**config.mk**
```make
export PLATFORM = sky130hd
export DESIGN_NAME = fpc_check
export DESIGN_NICKNAME = d
export VERILOG_FILES = /design/src/logic/fpc_pkg.sv /design/src/logic/fpc_classify.sv /design/src/logic/fpc_zero_fix.sv /design/src/logic/fpc_check.sv
export SDC_FILE = /design/constraint.sdc
export NUM_CORES = 1
export LEC_CHECK = 0
export ABC_AREA = 0
export BUFFER_PORTS_ARGS = -buffer_cell sky130_fd_sc_hd__buf_4
export CORE_AREA = 5 5 115 117
export CTS_BUF_LIST = sky130_fd_sc_hd__clkbuf_8
export CTS_CLUSTER_DIAMETER = 120
export DETAILED_ROUTE_END_ITERATION = 6
export DIE_AREA = 0 0 120 122
export GPL_ROUTABILITY_DRIVEN = 0
export PLACE_DENSITY = 0.69
export SLEW_MARGIN = 10
export SYNTH_ARGS = -nofsm -noshare
export SYNTH_HDL_FRONTEND = slang
export SYNTH_SLANG_ARGS = --single-unit
```
**constraint.sdc**
```tcl
create_clock -name clk_i -period 2.2 [get_ports clk_i]
set_input_delay 0 -clock clk_i [delete_from_list [all_inputs] [get_ports clk_i]]
set_output_delay 0 -clock clk_i [all_outputs]
set_load 0.005 [all_outputs]
```
**src/logic/fpc_pkg.sv**
```systemverilog
// Package for the floating-point operand classifier and fault checker
package fpc_pkg;

   // ==========================================================
   // Data formats and field widths
   // ==========================================================
   typedef enum logic [1:0] {
      FPC_FMT_LSGL = 2'h0,   // Legacy single
      FPC_FMT_LDBL = 2'h1,   // Legacy double
      FPC_FMT_ISGL = 2'h2,   // IEEE single
      FPC_FMT_IDBL = 2'h3    // IEEE double
   } fpc_fmt_t;

   localparam int FPC_WORD_W   = 64;
   localparam int FPC_EXP_SGL  = 8;
   localparam int FPC_EXP_DBL  = 11;
   localparam int FPC_FRAC_SGL = 23;
   localparam int FPC_FRAC_DBL = 52;
   localparam int FPC_FRAC_EXT = 55;
   // Register image: sign 63, exponent 62 down, fraction below
   localparam int FPC_SIGN_POS = 63;
   localparam int FPC_EXP_TOP  = 62;
   // Single data stored with 52-bit fraction; low 29 bits unused
   localparam int FPC_FRAC_PAD = FPC_FRAC_DBL - FPC_FRAC_SGL;
   localparam logic [FPC_WORD_W-1:0] FPC_TRUE_ZERO = 64'h0000_0000_0000_0000;

   // ==========================================================
   // Rounding modes and instruction groups
   // ==========================================================
   typedef enum logic [1:0] {
      FPC_RND_CHOP = 2'h0,
      FPC_RND_MINF = 2'h1,
      FPC_RND_NORM = 2'h2,
      FPC_RND_DYN  = 2'h3
   } fpc_rnd_t;

   // Dynamic rounding field value that selects plus infinity
   localparam logic [1:0] FPC_DYN_PINF = 2'h3;
   localparam logic [1:0] FPC_DYN_MINF = 2'h1;
   localparam logic [1:0] FPC_DYN_NORM = 2'h2;
   localparam logic [1:0] FPC_DYN_CHOP = 2'h0;

   typedef enum logic [2:0] {
      FPC_OP_NONE   = 3'h0,
      FPC_OP_ARITH  = 3'h1,   // Operate, format specific
      FPC_OP_COMMON = 3'h2,   // Common to both subsets
      FPC_OP_CVT    = 3'h3,   // Conversion
      FPC_OP_LOAD   = 3'h4,
      FPC_OP_STORE  = 3'h5,
      FPC_OP_EXTARI = 3'h6    // Arithmetic on extended legacy format
   } fpc_op_t;

   typedef enum logic [1:0] {
      FPC_CVT_F2Q = 2'h0,
      FPC_CVT_Q2F = 2'h1,
      FPC_CVT_D2S = 2'h2,
      FPC_CVT_Q2L = 2'h3
   } fpc_cvt_t;

   // ==========================================================
   // Carriers
   // ==========================================================
   typedef struct packed {
      logic       valid;
      fpc_op_t    op;
      fpc_fmt_t   fmt;
      fpc_rnd_t   rnd;
      logic [1:0] trap_mode;
      fpc_cvt_t   cvt;
   } fpc_instr_t;

   typedef struct packed {
      logic finite;
      logic zero;
      logic nan;
      logic inf;
      logic denorm;
      logic resv;
      logic dirty;
   } fpc_class_t;

   typedef struct packed {
      logic acv;
      logic tnv;
      logic for_f;
      logic fow_f;
      logic align;
   } fpc_mm_t;

   typedef struct packed {
      logic fp_disabled;
      logic illegal;
      logic mm_fault;
   } fpc_fault_t;

   // Fault check states
   typedef enum logic [1:0] {
      FPC_ST_IDLE  = 2'b00,
      FPC_ST_CHECK = 2'b01,
      FPC_ST_FAULT = 2'b11
   } fpc_state_t;

endpackage

```
**src/logic/fpc_classify.sv**
```systemverilog
// Operand classifier for one 64-bit floating register image
`timescale 1ns/1ps
module fpc_classify (
   // Operand
   input  wire logic [63:0]        opnd_i,
   input  wire fpc_pkg::fpc_fmt_t  fmt_i,
   // Class flags
   output fpc_pkg::fpc_class_t     cls_o,
   output logic                    snan_o
);

   logic                               sign;
   logic [fpc_pkg::FPC_EXP_DBL-1:0]    expo;
   logic [fpc_pkg::FPC_FRAC_DBL-1:0]   frac;
   logic                               exp_ones;
   logic                               exp_zero;
   logic                               frac_zero;
   logic                               ieee;

   // Field split by format
   always_comb begin
      sign = opnd_i[fpc_pkg::FPC_SIGN_POS];
      frac = opnd_i[fpc_pkg::FPC_FRAC_DBL-1:0];
      ieee = (fmt_i == fpc_pkg::FPC_FMT_ISGL) || (fmt_i == fpc_pkg::FPC_FMT_IDBL);
      if (fmt_i == fpc_pkg::FPC_FMT_LSGL || fmt_i == fpc_pkg::FPC_FMT_ISGL) begin
         // Single exponent is rebiased in register; use top and 8-bit field
         expo = {3'h0, opnd_i[fpc_pkg::FPC_EXP_TOP -: fpc_pkg::FPC_EXP_SGL]};
         exp_ones = &opnd_i[fpc_pkg::FPC_EXP_TOP -: fpc_pkg::FPC_EXP_SGL];
         exp_zero = ~|opnd_i[fpc_pkg::FPC_EXP_TOP -: fpc_pkg::FPC_EXP_SGL];
         frac_zero = ~|frac[fpc_pkg::FPC_FRAC_DBL-1 -: fpc_pkg::FPC_FRAC_SGL];
      end else begin
         expo = opnd_i[fpc_pkg::FPC_EXP_TOP -: fpc_pkg::FPC_EXP_DBL];
         exp_ones = &expo;
         exp_zero = ~|expo;
         frac_zero = ~|frac;
      end
   end

   // Class decode
   // exponent fraction classes
   always_comb begin
      cls_o = '0;
      snan_o = 1'b0;
      if (exp_zero && frac_zero) begin
         if (!ieee && sign) begin
            cls_o.resv = 1'b1;
         end else begin
            cls_o.zero = 1'b1;
            cls_o.finite = 1'b1;
         end
      end else if (exp_zero) begin
         if (ieee) begin
            cls_o.denorm = 1'b1;
         end else if (sign) begin
            cls_o.resv = 1'b1;
         end else begin
            cls_o.dirty = 1'b1;
         end
      end else if (exp_ones && ieee) begin
         if (frac_zero) begin
            cls_o.inf = 1'b1;
         end else begin
            cls_o.nan = 1'b1;
            snan_o = frac[fpc_pkg::FPC_FRAC_DBL-1];
         end
      end else begin
         cls_o.finite = 1'b1;
      end
   end

endmodule

```
**src/logic/fpc_zero_fix.sv**
```systemverilog
// Result path that forces legacy zero results to true zero
`timescale 1ns/1ps
module fpc_zero_fix (
   // Raw result
   input  wire logic [63:0]        res_i,
   input  wire fpc_pkg::fpc_fmt_t  fmt_i,
   input  wire logic               is_operate_i,
   // Fixed result
   output logic [63:0]             res_o,
   output logic                    forced_o
);

   logic                             legacy;
   logic [fpc_pkg::FPC_EXP_DBL-1:0]  expo;

   // Zero value has a cleared exponent in legacy formats
   always_comb begin
      legacy = (fmt_i == fpc_pkg::FPC_FMT_LSGL) || (fmt_i == fpc_pkg::FPC_FMT_LDBL);
      if (fmt_i == fpc_pkg::FPC_FMT_LSGL) begin
         expo = {3'h0, res_i[fpc_pkg::FPC_EXP_TOP -: fpc_pkg::FPC_EXP_SGL]};
      end else begin
         expo = res_i[fpc_pkg::FPC_EXP_TOP -: fpc_pkg::FPC_EXP_DBL];
      end
      forced_o = is_operate_i && legacy && (expo == '0);
      res_o = forced_o ? fpc_pkg::FPC_TRUE_ZERO : res_i;
   end

endmodule

```
**src/logic/fpc_check.sv**
```systemverilog
// Floating operand classifier and floating fault checker, top level
//
// Operation
// - Legacy-format zero results of operate instructions are written as true zero.
// - True zero is sixty-four cleared bits.
// - Implemented float instruction with enable bit clear raises disabled fault.
// - Unimplemented float instruction raises illegal trap regardless of enable bit.
// - Either subset present implies every common instruction is implemented.
// - Omitted plus/minus infinity rounding makes such requests illegal.
// - Loads and stores pass memory management faults.
// - Fields: 1-bit sign, 8 or 11 exponent, 23/52/55 fraction.
// - Classify by exponent all ones, zero, fraction and sign per family.
// - IEEE NaN with leading fraction one is signaling, else quiet.
// - Legacy reserved operands and dirty zeros are not finite.
// - IEEE infinity, NaN, denormal not finite; minus zero finite.
// - Finite values lie in minus MAX..minus MIN, zero, MIN..MAX.
// - No arithmetic on extended legacy format; conversions only.
// - Format and trap mode come from the instruction fields; IEEE dynamic rounding comes from the control field.
// - Conversions float/quad, double/single, quad/long are supported.
// - Plus infinity rounding only via dynamic mode with control field 11.
`timescale 1ns/1ps
module fpc_check #(
   parameter bit HAS_LEGACY = 1'b1,
   parameter bit HAS_IEEE   = 1'b1,
   parameter bit HAS_INFRND = 1'b1
) (
   // Clock and reset
   input  wire logic                 clk_i,
   input  wire logic                 rst_n_i,
   // Issue from decode
   input  wire fpc_pkg::fpc_instr_t  instr_i,
   input  wire logic                 fp_enable_bit_i,
   input  wire logic [1:0]           fp_control_register_dyn_i,
   // Operands from register file
   input  wire logic [63:0]          opnd_a_i,
   input  wire logic [63:0]          opnd_b_i,
   // Memory management status of a load or store
   input  wire fpc_pkg::fpc_mm_t     mm_i,
   // Raw result from execution
   input  wire logic [63:0]          result_i,
   // Classes, same cycle as operands
   output fpc_pkg::fpc_class_t       cls_a_o,
   output fpc_pkg::fpc_class_t       cls_b_o,
   output logic                      snan_a_o,
   output logic                      snan_b_o,
   // Registered result and faults
   output logic [63:0]               wr_data_o,
   output logic                      wr_en_o,
   output fpc_pkg::fpc_fault_t       fault_o,
   output fpc_pkg::fpc_mm_t          mm_fault_o,
   output fpc_pkg::fpc_rnd_t         eff_rnd_o,
   output logic [1:0]                trap_mode_o
);

   // ==========================================================
   // Classification
   // ==========================================================
   logic              snan_a;
   logic              snan_b;
   logic [63:0]       fixed_res;
   logic              forced;
   logic              is_oper;
   logic              int_res;

   // Operand decode, combinational
   // field widths
   fpc_classify u_cls_a (
      .opnd_i (opnd_a_i),
      .fmt_i  (instr_i.fmt),
      .cls_o  (cls_a_o),
      .snan_o (snan_a)
   );

   fpc_classify u_cls_b (
      .opnd_i (opnd_b_i),
      .fmt_i  (instr_i.fmt),
      .cls_o  (cls_b_o),
      .snan_o (snan_b)
   );

   assign snan_a_o = snan_a;
   assign snan_b_o = snan_b;

   // ==========================================================
   // Legality decode
   // ==========================================================
   function automatic logic fmt_ok(input fpc_pkg::fpc_fmt_t f);
      fmt_ok = ((f == fpc_pkg::FPC_FMT_LSGL || f == fpc_pkg::FPC_FMT_LDBL) && HAS_LEGACY)
            || ((f == fpc_pkg::FPC_FMT_ISGL || f == fpc_pkg::FPC_FMT_IDBL) && HAS_IEEE);
   endfunction

   function automatic logic is_ieee(input fpc_pkg::fpc_fmt_t f);
      is_ieee = (f == fpc_pkg::FPC_FMT_ISGL) || (f == fpc_pkg::FPC_FMT_IDBL);
   endfunction

   logic              implemented;
   logic              inf_rnd_req;
   fpc_pkg::fpc_rnd_t eff_rnd;

   // Implemented check and effective rounding
   always_comb begin
      eff_rnd = instr_i.rnd;
      if (instr_i.rnd == fpc_pkg::FPC_RND_DYN && is_ieee(instr_i.fmt)) begin
         unique case (fp_control_register_dyn_i)
            fpc_pkg::FPC_DYN_PINF: eff_rnd = fpc_pkg::FPC_RND_DYN;
            fpc_pkg::FPC_DYN_MINF: eff_rnd = fpc_pkg::FPC_RND_MINF;
            fpc_pkg::FPC_DYN_NORM: eff_rnd = fpc_pkg::FPC_RND_NORM;
            fpc_pkg::FPC_DYN_CHOP: eff_rnd = fpc_pkg::FPC_RND_CHOP;
         endcase
      end
      inf_rnd_req = is_ieee(instr_i.fmt) && (eff_rnd == fpc_pkg::FPC_RND_MINF
                    || eff_rnd == fpc_pkg::FPC_RND_DYN);
      // common ops exist if any subset does
      unique case (instr_i.op)
         fpc_pkg::FPC_OP_COMMON,
         fpc_pkg::FPC_OP_LOAD,
         fpc_pkg::FPC_OP_STORE:  implemented = HAS_LEGACY || HAS_IEEE;
         // all conversion kinds; integer narrowing is common
         fpc_pkg::FPC_OP_CVT:    implemented = (instr_i.cvt == fpc_pkg::FPC_CVT_Q2L) ?
                                               (HAS_LEGACY || HAS_IEEE) : fmt_ok(instr_i.fmt);
         fpc_pkg::FPC_OP_ARITH:  implemented = fmt_ok(instr_i.fmt);
         fpc_pkg::FPC_OP_EXTARI: implemented = 1'b0;
         default:                implemented = 1'b0;
      endcase
      if (!HAS_INFRND && inf_rnd_req && instr_i.op != fpc_pkg::FPC_OP_LOAD
          && instr_i.op != fpc_pkg::FPC_OP_STORE) begin
         implemented = 1'b0;
      end
   end

   // ==========================================================
   // Result path
   // ==========================================================
   // Integer-result conversions hold no floating zero to fix
   assign int_res = (instr_i.cvt == fpc_pkg::FPC_CVT_F2Q) ||
                    (instr_i.cvt == fpc_pkg::FPC_CVT_Q2L);
   assign is_oper = (instr_i.op == fpc_pkg::FPC_OP_ARITH) ||
                    (instr_i.op == fpc_pkg::FPC_OP_COMMON) ||
                    ((instr_i.op == fpc_pkg::FPC_OP_CVT) && !int_res);

   fpc_zero_fix u_zfix (
      .res_i        (result_i),
      .fmt_i        (instr_i.fmt),
      .is_operate_i (is_oper),
      .res_o        (fixed_res),
      .forced_o     (forced)
   );

   // ==========================================================
   // Issue sequencing and registered outputs
   // ==========================================================
   fpc_pkg::fpc_state_t  state_r, state_nxt;
   logic [63:0]          wr_data_r, wr_data_nxt;
   logic                 wr_en_r, wr_en_nxt;
   fpc_pkg::fpc_fault_t  fault_r, fault_nxt;
   fpc_pkg::fpc_mm_t     mmf_r, mmf_nxt;
   fpc_pkg::fpc_rnd_t    rnd_r, rnd_nxt;
   logic [1:0]           trap_r, trap_nxt;

   // Next-state and fault decode
   always_comb begin
      state_nxt   = fpc_pkg::FPC_ST_IDLE;
      wr_data_nxt = wr_data_r;
      wr_en_nxt   = 1'b0;
      fault_nxt   = '0;
      mmf_nxt     = '0;
      rnd_nxt     = rnd_r;
      trap_nxt    = trap_r;
      if (instr_i.valid && instr_i.op != fpc_pkg::FPC_OP_NONE) begin
         state_nxt = fpc_pkg::FPC_ST_CHECK;
         rnd_nxt  = eff_rnd;
         trap_nxt = instr_i.trap_mode;
         if (!implemented) begin
            fault_nxt.illegal = 1'b1;
            state_nxt = fpc_pkg::FPC_ST_FAULT;
         end else if (!fp_enable_bit_i) begin
            fault_nxt.fp_disabled = 1'b1;
            state_nxt = fpc_pkg::FPC_ST_FAULT;
         end else if ((instr_i.op == fpc_pkg::FPC_OP_LOAD ||
                       instr_i.op == fpc_pkg::FPC_OP_STORE) && (|mm_i)) begin
            fault_nxt.mm_fault = 1'b1;
            mmf_nxt = mm_i;
            state_nxt = fpc_pkg::FPC_ST_FAULT;
         end else if (instr_i.op != fpc_pkg::FPC_OP_STORE) begin
            wr_data_nxt = fixed_res;
            wr_en_nxt   = 1'b1;
         end
      end
   end

   // State registers
   always_ff @(posedge clk_i or negedge rst_n_i) begin
      if (!rst_n_i) begin
         state_r   <= fpc_pkg::FPC_ST_IDLE;
         wr_data_r <= fpc_pkg::FPC_TRUE_ZERO;
         wr_en_r   <= 1'b0;
         fault_r   <= '0;
         mmf_r     <= '0;
         rnd_r     <= fpc_pkg::FPC_RND_NORM;
         trap_r    <= 2'h0;
      end else begin
         state_r   <= state_nxt;
         wr_data_r <= wr_data_nxt;
         wr_en_r   <= wr_en_nxt;
         fault_r   <= fault_nxt;
         mmf_r     <= mmf_nxt;
         rnd_r     <= rnd_nxt;
         trap_r    <= trap_nxt;
      end
   end

   assign wr_data_o   = wr_data_r;
   assign wr_en_o     = wr_en_r;
   assign fault_o     = fault_r;
   assign mm_fault_o  = mmf_r;
   assign eff_rnd_o   = rnd_r;
   assign trap_mode_o = trap_r;
endmodule

```
=== Word level (Yosys, flattened, before mapping) ===
Cells that the tools add are included.

* Bits in registers: 77
* Input bits: 214
* Output and inout bits: 93
* Logic and storage cells: 148

* Equal/unequal tests: 14
* Mux-type cells: 71
* Bitwise operators: 1
* Reductions and logical operators: 50

{| class="wikitable"
|+ Operators by type and width
! operator !! count
|-
| 52-bit OR reduction || 2
|-
| 64-bit two-way mux || 1
|-
| 1-bit two-way mux || 49
|-
| 23-bit OR reduction || 2
|-
| 11-bit AND reduction || 2
|-
| 11-bit OR reduction || 2
|-
| 5-bit two-way mux || 4
|-
| 2-bit two-way mux || 9
|-
| 8-bit AND reduction || 2
|-
| 8-bit OR reduction || 2
|-
| 3-bit two-way mux || 5
|-
| 2-bit == test (second input constant) || 6
|-
| 1-bit logical AND || 12
|-
| 11-bit zero test || 1
|-
| 11-bit two-way mux || 1
|-
| 1-bit zero test || 10
|-
| 1-bit logical OR || 8
|-
| 2-bit one-hot mux with 4 select lines || 1
|-
| 3-bit by 2-bit == test with 1-bit output (second input constant) || 2
|-
| 3-bit == test (second input constant) || 2
|-
| 2-bit zero test || 3
|-
| 5-bit AND reduction || 1
|-
| 5-bit OR reduction || 1
|-
| 2-bit by 1-bit == test with 1-bit output (second input constant) || 2
|-
| other kinds (6) || 6
|}

=== Longest topological paths before layout ===
Gate-level depths: netlist (run 1).

* Depth in word-level cells: 8
* Mapped depth: 7
* Gate-level depth less buffers: 4

=== By module ===
Synthesis (run 1) repeated with hierarchy kept, for this count alone.

* Cell total of the unflattened synthesis: 669
* Area total of the unflattened synthesis: 6,052.1 um2

{| class="wikitable"
|+ By module, submodules not included
! module !! times used !! cells each !! area each (um2) !! seq. area each (um2)
|-
| fpc_check || 1 || 440 || 4,563.1 || 1,928.1
|-
| fpc_zero_fix || 1 || 149 || 968.4 || 0.0
|-
| fpc_classify || 2 || 40 || 260.2 || 0.0
|}

=== Worst setup path after synthesis (run 1) ===
OpenSTA, ideal clock, no wires.

* Path type: input to register
* From: in mm_i[0] (netlist name)
* To: reg wr_data_r[60] (netlist: wr_data_o[60])
* Arrival time: 1.735 ns
* Required time: 2.072 ns
* Path slack: 0.338 ns
* Stages on the path: 5
* Path buffers: 1
* Path through: or4_1 or4b_1 a21oi_2 buf_4 mux2_1

* Longest elaborated chain between the ends: 4

{| class="wikitable"
|+ Ends and longest elaborated chain
! what !! RTL line !! text
|-
| from (decl) || fpc_check.sv:38 || <nowiki>input wire fpc_pkg::fpc_mm_t mm_i,</nowiki>
|-
| 5-bit OR reduction || fpc_check.sv:180 || <nowiki>instr_i.op == fpc_pkg::FPC_OP_STORE) && (|mm_i)) begin</nowiki>
|-
| 1-bit logical AND || fpc_check.sv:180 ||
|-
| 1-bit NOT (no line) || n/a ||
|-
| 5-bit AND reduction (no line) || n/a ||
|-
| to (signal assigned) || fpc_check.sv:195 || <nowiki>wr_data_r <= fpc_pkg::FPC_TRUE_ZERO;</nowiki>
|-
| to (signal assigned) || fpc_check.sv:203 || <nowiki>wr_data_r <= wr_data_nxt;</nowiki>
|-
| to (decl) || fpc_check.sv:153 || <nowiki>logic [63:0] wr_data_r, wr_data_nxt;</nowiki>
|}

No other way between the ends.
A chain may end at the register's enable or synchronous reset.

=== Worst setup path after layout (run 1) ===
* From: in instr_i[9] (netlist name)
* To: reg wr_data_r[20] (netlist: wr_data_o[20])

* Longest elaborated chain between the ends: 6

{| class="wikitable"
|+ Ends and longest elaborated chain
! what !! RTL line !! text
|-
| from (decl) || fpc_check.sv:31 || <nowiki>input wire fpc_pkg::fpc_instr_t instr_i,</nowiki>
|-
| branches (longest 6 deep; another with 5-bit AND reduction) || n/a ||
|}

Parallel ways; which one is timed is not known.

==> results of run 1 <==
[layer usage]
layer / vias up / global-route usage / share of wire
li1: 2136 / - / -
met1: 2132 / 0.251 / 0.40
met2: 194 / 0.389 / 0.50
met3: 22 / 0.0720 / 0.085
met4: 0 / 0.0480 / 0.013
met5: - / 0 / 0
[final cells by class]
type | instances | area, um^2 | share of cell area
flip-flops and latches | 77 | 1930 | 0.261
inverters | 60 | 225 | 0.0304
multi-input cells | 230 | 1640 | 0.222
clock buffers | 10 | 138 | 0.0186
well taps | 150 | 188 | 0.0254
clock inverters | 5 | 60.1 | 0.00812
repair buffers | 395 | 3220 | 0.435
[layout by cell type (no fill, tap or decap), types with 8 or more instances in the layout]
master / instances
buf_4: 310
clkbuf_8: 10
dfrtp_1: 76
dlygate4sd3_1: 81
inv_1: 60
mux2_1: 10
mux2i_1: 56
nand2_1: 9
nand4_1: 8
nor2_1: 9
nor4_1: 29
o21ai_0: 59
[report_power, final]
part | internal (mW) | leakage [nW] | switching (mW)
clock network | 0.553 | 0.0987 | 0.526
logic | 0.857 | 2.60 | 0.519
registers | 1.70 | 0.902 | 0.178
total | 3.11 | 3.60 | 1.22
[sequential cells by signal, summed over array words and instances, names as in the netlist]
register,cells
wr_data_o,64
mm_fault_o,5
fault_o,3
eff_rnd_o,2
trap_mode_o,2
wr_en_o,1
[how the worst max path moves through the flow]
stage | end | slack, ns | cells past startpoint
3_3_place_gp | wr_data_o[32] | 0.12 | 7
6_report | wr_data_o[20] | 0.30 | 8
5_1_grt | wr_data_o[50] | 0.22 | 8
4_1_cts | wr_data_o[51] | 0.30 | 8
3_5_place_dp | wr_data_o[38] | 0.06 | 7
2_1_floorplan | wr_data_o[60] | 0.34 | 5
[Yosys cell counts, drive strengths merged]
cell,instances,share of area
or4,1,0.0019
a32o,2,0.0051
dfrtp,76,0.48
o311ai,1,0.0022
o31ai,4,0.0076
or4b,1,0.0025
a21oi,5,0.0073
dfstp,1,0.0067
and2,5,0.0079
nor2,9,0.0086
ha,1,0.0032
inv,60,0.057
nand2,9,0.0086
clkbuf,14,0.013
nor3b,2,0.0038
nand3,6,0.0076
mux2i,56,0.14
nor4,29,0.046
a2111o,2,0.0057
a2111oi,2,0.0044
buf,7,0.030
a211oi,3,0.0057
mux2,10,0.029
nand4b,1,0.0022
nor3,2,0.0025
nor4b,2,0.0044
and3,3,0.0048
nand4,8,0.013
o21ai,64,0.081
and3b,2,0.0044
[per-stage QoR]
stage | setup WS, ns | cell area (um^2) | hold WS [ns] | util | total power, mW
3_3_place_gp | 0.125 | 6390 | 0.191 | 0.521 | 3.13
5_1_grt | 0.220 | 7400 | 0.0106 | 0.603 | 4.60
3_5_place_dp | 0.0634 | 6390 | 0.187 | 0.521 | 3.16
6_report | 0.299 | 7400 | 0.0302 | 0.603 | 4.34
2_1_floorplan | 0.338 | 3950 | -0.296 | - | 2.23
4_1_cts | 0.297 | 7400 | 0.00178 | 0.603 | 4.38
[timing repair]
item / 4_1_cts / 5_1_grt
endpoints found under the setup margin: 0 / 0
endpoints found under the hold margin: 152 / 0
hold buffers: 81 / 0
resized for setup: 0 / 0
[cell families (layout without fill, tap and decap cells)]
kind of cell	count (synthesis)	after routing
compound gates	83	83
fa+ha+maj	1	1
buf+inv	81	470
flops	77	77
mux	66	66
simple gates	80	80
==> metrics.yaml, run 1 <==
synth:
  synth_area_um2: 3950
  syn_avg_cell_area_um2: 10.2
  synth_mux_area_frac: 0.171
  synth_cell_types: 34
  seq_area_frac_synth: 0.489
  synth-compound-area-share: 0.119
  synthCells: 388
  syn-num-nets: 603
  synth_top_family_by_area: "multiplexers"
  synth_fa_ha_area_frac: 0.00317
  synth_xor_area_frac: 0
  yosys_warnings: 0
  yosys.area_share.simple: 0.118
  ys_ff_latch: 77
die:
  start_util: 0.322
  die_y_um: 122
  die_area_um2: 14600
  core-area_um2: 12300
  ios: 307
  dieWidth_um: 120
  rows: 41
power_and_ir_drop:
  leakage_nw: 3.60
  ir_worst_vdd_v: 0.000295
  pwr_density_cell_nw_per_um2: 586
drt:
  vias: 4484
  route.detailed.drc: 0
  post_drt_via_cell_ratio: 4.84
  drt_iter0_drc: 230
  wire_per_inst_um: 17.7
  finalWirelength_um: 16400
  drt-pass1-iter-count: 4
  ant_nets: 0
layout:
  area_growth_pct: 87.4
  nFillCells: 976
  nNetsFinal: 988
  final_cells: 927
  diodes: 0
  layout-drive-gt1-share: 0.427
timing:
  min_period_over_period: 0.864
  fin_crit_ns: 1.90
  tns_ns: 0
  rsz0062_at_grt: "false"
  final_max_slew_viol_count: 0
  fmax_mhz: 526
  slew_headroom: 0.345
  clock_skew_ns: 0
  worst_slew_pin_slew_ns: 0.983
  hold_viol: 0
  setup_viol: 0
worst_setup_path:
  cp_max_fo: 18
  crit_path_start: "instr_i[9]"
  cp-end-kind: "register"
  reg2reg_slack_ns: 1.41
  reg2reg_depth: 1
  cp-start-kind: "primary input"
  cp_data_arrival_time_ns: 2.15
  timing.rr.end: "trap_mode_o[0]"
  timing.rr.start: "trap_mode_o[0]"
  cp_num_buf_inv: 4
  critPathKind: "primary input to register"
  slowest_stage: "dlygate4sd3_1"
  crit_path_max_incr_delay_ns: 0.55
  cp_data_required_time_ns: 2.44
  crit_chain: "dlygate4sd3_1 -> buf_4 -> nor2_1 -> or4b_1 -> a21oi_4 -> buf_12 -> buf_12 -> mux2i_1"
  crit_family: "buffers and inverters"
  path_common_cell: "buf_12"
grt:
  grt_max_degree: 78
  grt_pass1_wl_um: 25200
  grt_use_total: 0.216
  grt_antenna_before_repair: 0
  gr-total-overflow: 0
  first_global_vias: 4780
cts:
  cts_tree: "yes"
  cts_num_sinks: 77
  clockBufferDepth: 2
  postCtsSetupBuffers: 0
  clk_pin_slew_ns: 0.08
  clockRootBuffer: "clkbuf_8"
  htreeDepth: 3
  cts_made_buffers: 9
  clk_latency_ns: 0.33
min_path:
  hold_path_end: "fault_o[0]"
  hp-class: "primary input to register"
  hold_path_depth: 3
  worstHoldStart: "instr_i[10]"
status:
  status: "completed"
place:
  port_buffers: 306
  dp.final_hpwl_um: 12100
  placed_cells_incl_taps: 831
flow_run:
  maxCapViolCount: 0
Note: power is estimated with default switching activity, not from simulation.
==> inputs of run 2 (changes only) <==
GPL_ROUTABILITY_DRIVEN = unset   (was 0)
RECOVER_POWER = 100   (was unset)
==> run 2 against run 1 <==
Effect of this change:
- die area is the same
- cell count rose by 0.32%
- critical path type is now primary input to output pin
- global-route usage is 2.0 points higher
- largest cell class unchanged
- largest power group unchanged
- non-clock buffer count is 2 higher
- highest routed layer unchanged
==> metrics.yaml, run 2 (synthesized netlist as in run 1, its figures left out) <==
layout:
  layout-drive-gt1-share: 0.382  # was 0.427
  area_growth_pct: 84.0  # was 87.4%
  final_util: 0.592  # was 0.603
  nFillCells: 1069  # was 976
  most-common-layout-cells: "buf_4 (221), dlygate4sd3_1 (82), dfrtp_1 (76)"  # was buf_4 (310), dlygate4sd3_1 (81), dfrtp_1 (76)
  diodes: 0  # unchanged
  final_cells: 930  # was 927
  largest_reg_flops: 64  # unchanged
  nNetsFinal: 990  # was 988
  final_common_cell: "buf_4"  # unchanged
grt:
  grt_pass1_wl_um: 27000  # was 25200 um
  grt_antenna_before_repair: 0  # unchanged
  grt_use_total: 0.237  # was 0.216
  first_global_vias: 5000  # was 4780
  grt_max_degree: 78  # unchanged
  gr-total-overflow: 0  # unchanged
die:
  dieWidth_um: 120  # unchanged
  die_y_um: 122  # unchanged
  ios: 307  # unchanged
  die_area_um2: 14600  # unchanged
  core-area_um2: 12300  # unchanged
  start_util: 0.322  # unchanged
  rows: 41  # unchanged
power_and_ir_drop:
  pwr_density_cell_nw_per_um2: 574  # was 586 nW/um^2
  ir_worst_vdd_v: 0.000385  # was 0.000295 V
  leakage_nw: 3.46  # was 3.60 nW
  p_total_mw: 4.17  # was 4.34 mW
drt:
  drt-pass1-iter-count: 4  # unchanged
  route.detailed.drc: 0  # unchanged
  vias: 4626  # was 4484
  drt_iter0_drc: 190  # was 230
  post_drt_via_cell_ratio: 4.97  # was 4.84
  wire_per_inst_um: 19.0  # was 17.7 um
  finalWirelength_um: 17700  # was 16400 um
  ant_nets: 0  # unchanged
worst_setup_path:
  cp-start-kind: "primary input"  # unchanged
  cp_data_required_time_ns: 2.20  # was 2.44 ns
  reg2reg_slack_ns: 1.41  # about the same
  crit_path_start: "instr_i[6]"  # was instr_i[9]
  critPathKind: "primary input to output pin"  # was primary input to register
  timing.rr.start: "trap_mode_o[1]"  # was trap_mode_o[0]
  cp_data_arrival_time_ns: 1.95  # was 2.15 ns
  cp-end-kind: "output pin"  # was register
  cp_max_fo: 9  # was 18
place:
  port_buffers: 306  # unchanged
  dp.final_hpwl_um: 13100  # was 12100 um
  place_congestion: 1.01
  placed_cells_incl_taps: 832  # was 831
timing:
  rsz0062_at_grt: "false"  # unchanged
  worst_slew_pin_slew_ns: 0.984  # was 0.983 ns
  slew_headroom: 0.344  # was 0.345
  setup_viol: 0  # unchanged
  hold_viol: 0  # unchanged
  fmax_mhz: 514  # was 526 MHz
  fin_crit_ns: 1.95  # was 1.90 ns
  clock_skew_ns: 0  # unchanged
  min_period_over_period: 0.884  # was 0.864
  final_max_slew_viol_count: 0  # unchanged
  tns_ns: 0  # unchanged
min_path:
  worstHoldStart: "instr_i[10]"  # unchanged
  hp-class: "primary input to register"  # unchanged
status:
  status: "completed"  # unchanged
cts:
  htreeDepth: 3  # unchanged
  clockBufferDepth: 2  # unchanged
  postCtsSetupBuffers: 0  # unchanged
  clockRootBuffer: "clkbuf_8"  # unchanged
  cts_tree: "yes"  # unchanged
  clk_latency_ns: 0.35  # was 0.33 ns
  clk_pin_slew_ns: 0.09  # was 0.08 ns
  ctsResizeCount: 0  # unchanged
  cts_num_sinks: 77  # unchanged
  cts_made_buffers: 9  # unchanged
flow_run:
  maxCapViolCount: 0  # unchanged
==> run 2: cell types whose count changed in the layout (fill, tap and decap cells not counted), sizes merged <==
cell         before  now
bufinv            1    0
buf             314  225
dlygate4sd3      81   82
clkinvlp          1    2
clkbuf           10  100
clkinv            2    3
==> run 2: area by class of cell <==
cell class / instances / area (um^2) / area share
Timing Repair Buffer: 397 / 3110 / 0.428
Clock inverter: 6 / 46.3 / 0.00637
Tap cell: 150 / 188 / 0.0258
Inverter: 60 / 225 / 0.0310
Multi-Input combinational cell: 230 / 1630 / 0.224
Clock buffer: 10 / 138 / 0.0190
Sequential cell: 77 / 1930 / 0.266
==> run 2: per-stage QoR <==
step | setup WS [ns] | cell area (um^2) | hold slack, ns
floorplan | 0.338 | 3950 | -0.296
global placement | 0.118 | 6400 | 0.194
detailed placement | 0.0570 | 6400 | 0.182
CTS | 0.306 | 7400 | 0.0683
global route | 0.0894 | 7260 | 0.181
finish | 0.255 | 7260 | 0.162
==> run 2: final timing paths <==
check	depth (start not counted)	endpoint
worst max-delay path	6	cls_b_o[0]
worst min-delay path	4	mm_fault_o[0]
worst max register to register	1	trap_mode_o[1]
worst min register to register	1	trap_mode_o[0]
max in group asynchronous	2	wr_data_o[4]
min in group asynchronous	2	fault_o[1]
==> run 2: critical path, stage by stage <==
cell and delay (ns):
clkbuf_1 0.44, nor4b_1 0.38, nand4_1 0.14, o21ai_0 0.54, a2111oi_0 0.24, buf_4 0.19
==> run 2: repair_timing <==
item / in CTS / in global routing
hold buffers: 82 / 0
hold endpoints to repair: 152 / 0
endpoints found under the setup margin: 0 / 0
==> run 2: routing by layer <==
layer  share of wire  wire, um  up-vias  global-route usage
met5               0         0        -                   0
met4           0.024       417        0              0.0630
met3           0.070      1240       33              0.0608
met2            0.52      9280      200               0.436
met1            0.38      6770     2249               0.272
li1                -         -     2144                   -
==> run 2: power by group <==
part / switching (mW) / internal [mW]
Clock: 0.544 / 0.446
Combinational: 0.538 / 0.755
Sequential: 0.180 / 1.70
Total: 1.26 / 2.91
==> inputs of run 3 (changes only) <==
--- a/config.mk
+++ b/config.mk
@@ -15,4 +15,5 @@
 export PLACE_DENSITY = 0.69
 export RECOVER_POWER = 100
+export SKIP_CTS_REPAIR_TIMING = 1
 export SLEW_MARGIN = 10
 export SYNTH_ARGS = -nofsm -noshare
==> constraint.sdc (replaced) <==
create_clock -name clk_i -period 2.2 [get_ports clk_i]
set_input_delay 0 -clock clk_i [delete_from_list [all_inputs] [get_ports clk_i]]
set_output_delay 0 -clock clk_i [all_outputs]
set_load 0.05 [all_outputs]
==> run 3 against run 2 <==
Effect of this change:
- the flow now finishes with violations (negative hold slack)
- maximum frequency decreased by 2.6%
- sequential share of layout area grew 0.74 points
- non-clock buffer count decreased by 2
- clock power hardly changed
- cell count fell by 0.22%
- sequential power hardly changed
- register-to-register slack barely moved
- power up 21%
- die area stayed put
- flip-flop and latch count did not move
- via count fell by 2.7%
- clock-buffer cell count unchanged
- critical endpoint is now wr_data_o[60]
- largest cell class unchanged
==> metrics.yaml, run 3 (synthesized netlist as in run 1, its figures left out) <==
layout:
  seq_area_um2: 1930  # unchanged
  most-common-layout-cells: "buf_4 (216), clkbuf_1 (88), dlygate4sd3_1 (80)"  # was buf_4 (221), dlygate4sd3_1 (82), dfrtp_1 (76)
  largest_reg_flops: 64  # unchanged
  diodes: 0  # unchanged
  final_common_cell: "buf_4"  # unchanged
  layout-drive-gt1-share: 0.316  # was 0.382
  design_area_um2: 7070  # was 7260 um^2
  multi_input_area_um2: 1640  # was 1630 um^2
  nNetsFinal: 988  # was 990
  nFillCells: 1121  # was 1069
  area_growth_pct: 79.0  # was 84.0%
timing:
  fmax_mhz: 501  # was 514 MHz
  min_period_over_period: 0.908  # was 0.884
  holdWs_ns: -0.0376  # was 0.162 ns
  setup_viol: 0  # unchanged
  final_max_slew_viol_count: 0  # unchanged
  rsz0062_at_grt: "false"  # unchanged
  clock_skew_ns: 0  # unchanged
  fin_crit_ns: 2.00  # was 1.95 ns
  fin_ws_ns: 0.203  # was 0.255 ns
  tns_ns: 0  # unchanged
  worst_slew_pin_slew_ns: 0.979  # was 0.984 ns
  hold_viol: 1  # was 0
  slew_headroom: 0.347  # was 0.344
place:
  place_congestion: 0.888  # was 1.01
  port_buffers: 306  # unchanged
  dp.final_hpwl_um: 12300  # was 13100 um
  dpl_cell_area_um2: 6430  # was 6400 um^2
  post-place-ws_ns: 0.0365  # was 0.0570 ns
drt:
  drt_iter0_drc: 220  # was 190
  ant_nets: 0  # unchanged
  post_drt_via_cell_ratio: 4.85  # was 4.97
  finalWirelength_um: 16400  # was 17700 um
  wire_per_inst_um: 17.6  # was 19.0 um
  route.detailed.drc: 0  # unchanged
  drt-pass1-iter-count: 4  # unchanged
  vias: 4500  # was 4626
cts:
  htreeDepth: 3  # unchanged
  cts_tree: "yes"  # unchanged
  cts_num_sinks: 77  # unchanged
  clockRootBuffer: "clkbuf_8"  # unchanged
  clk_pin_slew_ns: 0.09  # about the same
  clockBufferDepth: 2  # unchanged
  clk_latency_ns: 0.34  # was 0.35 ns
  cts_made_buffers: 9  # unchanged
grt:
  gr-total-overflow: 0  # unchanged
  grt_max_degree: 78  # unchanged
  gr-usage-met3: 0.0659  # was 0.0608
  grt_pass1_wl_um: 23000  # was 27000 um
  met2_usage: 0.341  # was 0.436
  grt_antenna_before_repair: 0  # unchanged
  grt_most_used_layer: "met2"  # unchanged
  grt_use_total: 0.199  # was 0.237
  first_global_vias: 4323  # was 5000
  gr-usage-met1: 0.237  # was 0.272
worst_setup_path:
  timing.rr.end: "wr_data_o[55]"  # was trap_mode_o[1]
  crit_path_start: "instr_i[9]"  # was instr_i[6]
  critPathKind: "primary input to register"  # was primary input to output pin
  cp_data_arrival_time_ns: 2.23  # was 1.95 ns
  cp-start-kind: "primary input"  # unchanged
  cp_data_required_time_ns: 2.43  # was 2.20 ns
  reg2reg_slack_ns: 1.41  # about the same
  critPathCapture: "wr_data_o[60]"  # was cls_b_o[0]
  cp-end-kind: "register"  # was output pin
  cp_max_fo: 17  # was 9
  reg2reg_depth: 1  # unchanged
  timing.rr.start: "wr_data_o[55]"  # was trap_mode_o[1]
status:
  status: "finished, violations left"  # was completed
  violations: "negative hold slack"
die:
  die_area_um2: 14600  # unchanged
  core-area_um2: 12300  # unchanged
  rows: 41  # unchanged
  start_util: 0.322  # unchanged
  ios: 307  # unchanged
  dieWidth_um: 120  # unchanged
  die_y_um: 122  # unchanged
power_and_ir_drop:
  leakage_nw: 3.27  # was 3.46 nW
  ir_worst_vdd_v: 0.000718  # was 0.000385 V
  pwr_density_cell_nw_per_um2: 714  # was 574 nW/um^2
flow_run:
  maxCapViolCount: 0  # unchanged
min_path:
  hp-class: "primary input to register"  # unchanged
run 3: worst min-delay path by stage:
stage	end	start	depth (start not counted)	slack, ns
after floorplan	eff_rnd_o[0]	rst_n_i	0	-0.30
after global placement	fault_o[2]	fp_enable_bit_i	2	0.18
after detailed placement	fault_o[2]	fp_enable_bit_i	2	0.18
after CTS	fault_o[2]	fp_enable_bit_i	2	-0.21
after global routing	wr_data_o[2]	result_i[2]	3	0.003
final	wr_data_o[2]	result_i[2]	3	-0.04
run 3: per-layer routing:
layer  part of all wire  wire length [um]
met3              0.080              1310
met4              0.023               378
met1               0.39              6440
met5                  0                 0
met2               0.50              8230
run 3: worst max-delay path, cell delays in order:
cell and delay, ns:
dlygate4sd3_1 0.55, clkbuf_1 0.18, nor2_1 0.19, or4b_1 0.51, a21oi_4 0.23, buf_12 0.22, mux2_1 0.34
run 3: area by class of cell:
class | instances | area share
multi-input combinational | 230 | 0.232
tap | 150 | 0.0266
clock buffer | 10 | 0.0195
clock inverter | 6 | 0.00655
sequential | 77 | 0.273
timing repair buffer | 395 | 0.410
inverter | 60 | 0.0319
run 3: power breakdown:
group,switching [mW],total [mW],internal (mW)
registers,0.172,1.88,1.70
clock network,0.553,1.00,0.451
logic,1.54,2.17,0.630
run 3: stage by stage:
stage               instances  hold slack (ns)  total power, mW   util
global placement          832            0.182             4.17  0.525
CTS                       848           -0.209             5.24  0.540
global route              928          0.00328             5.31  0.576
detailed placement        832            0.177             4.22  0.525
floorplan                 388           -0.296             3.24      -
finish                    928          -0.0376             5.05  0.576
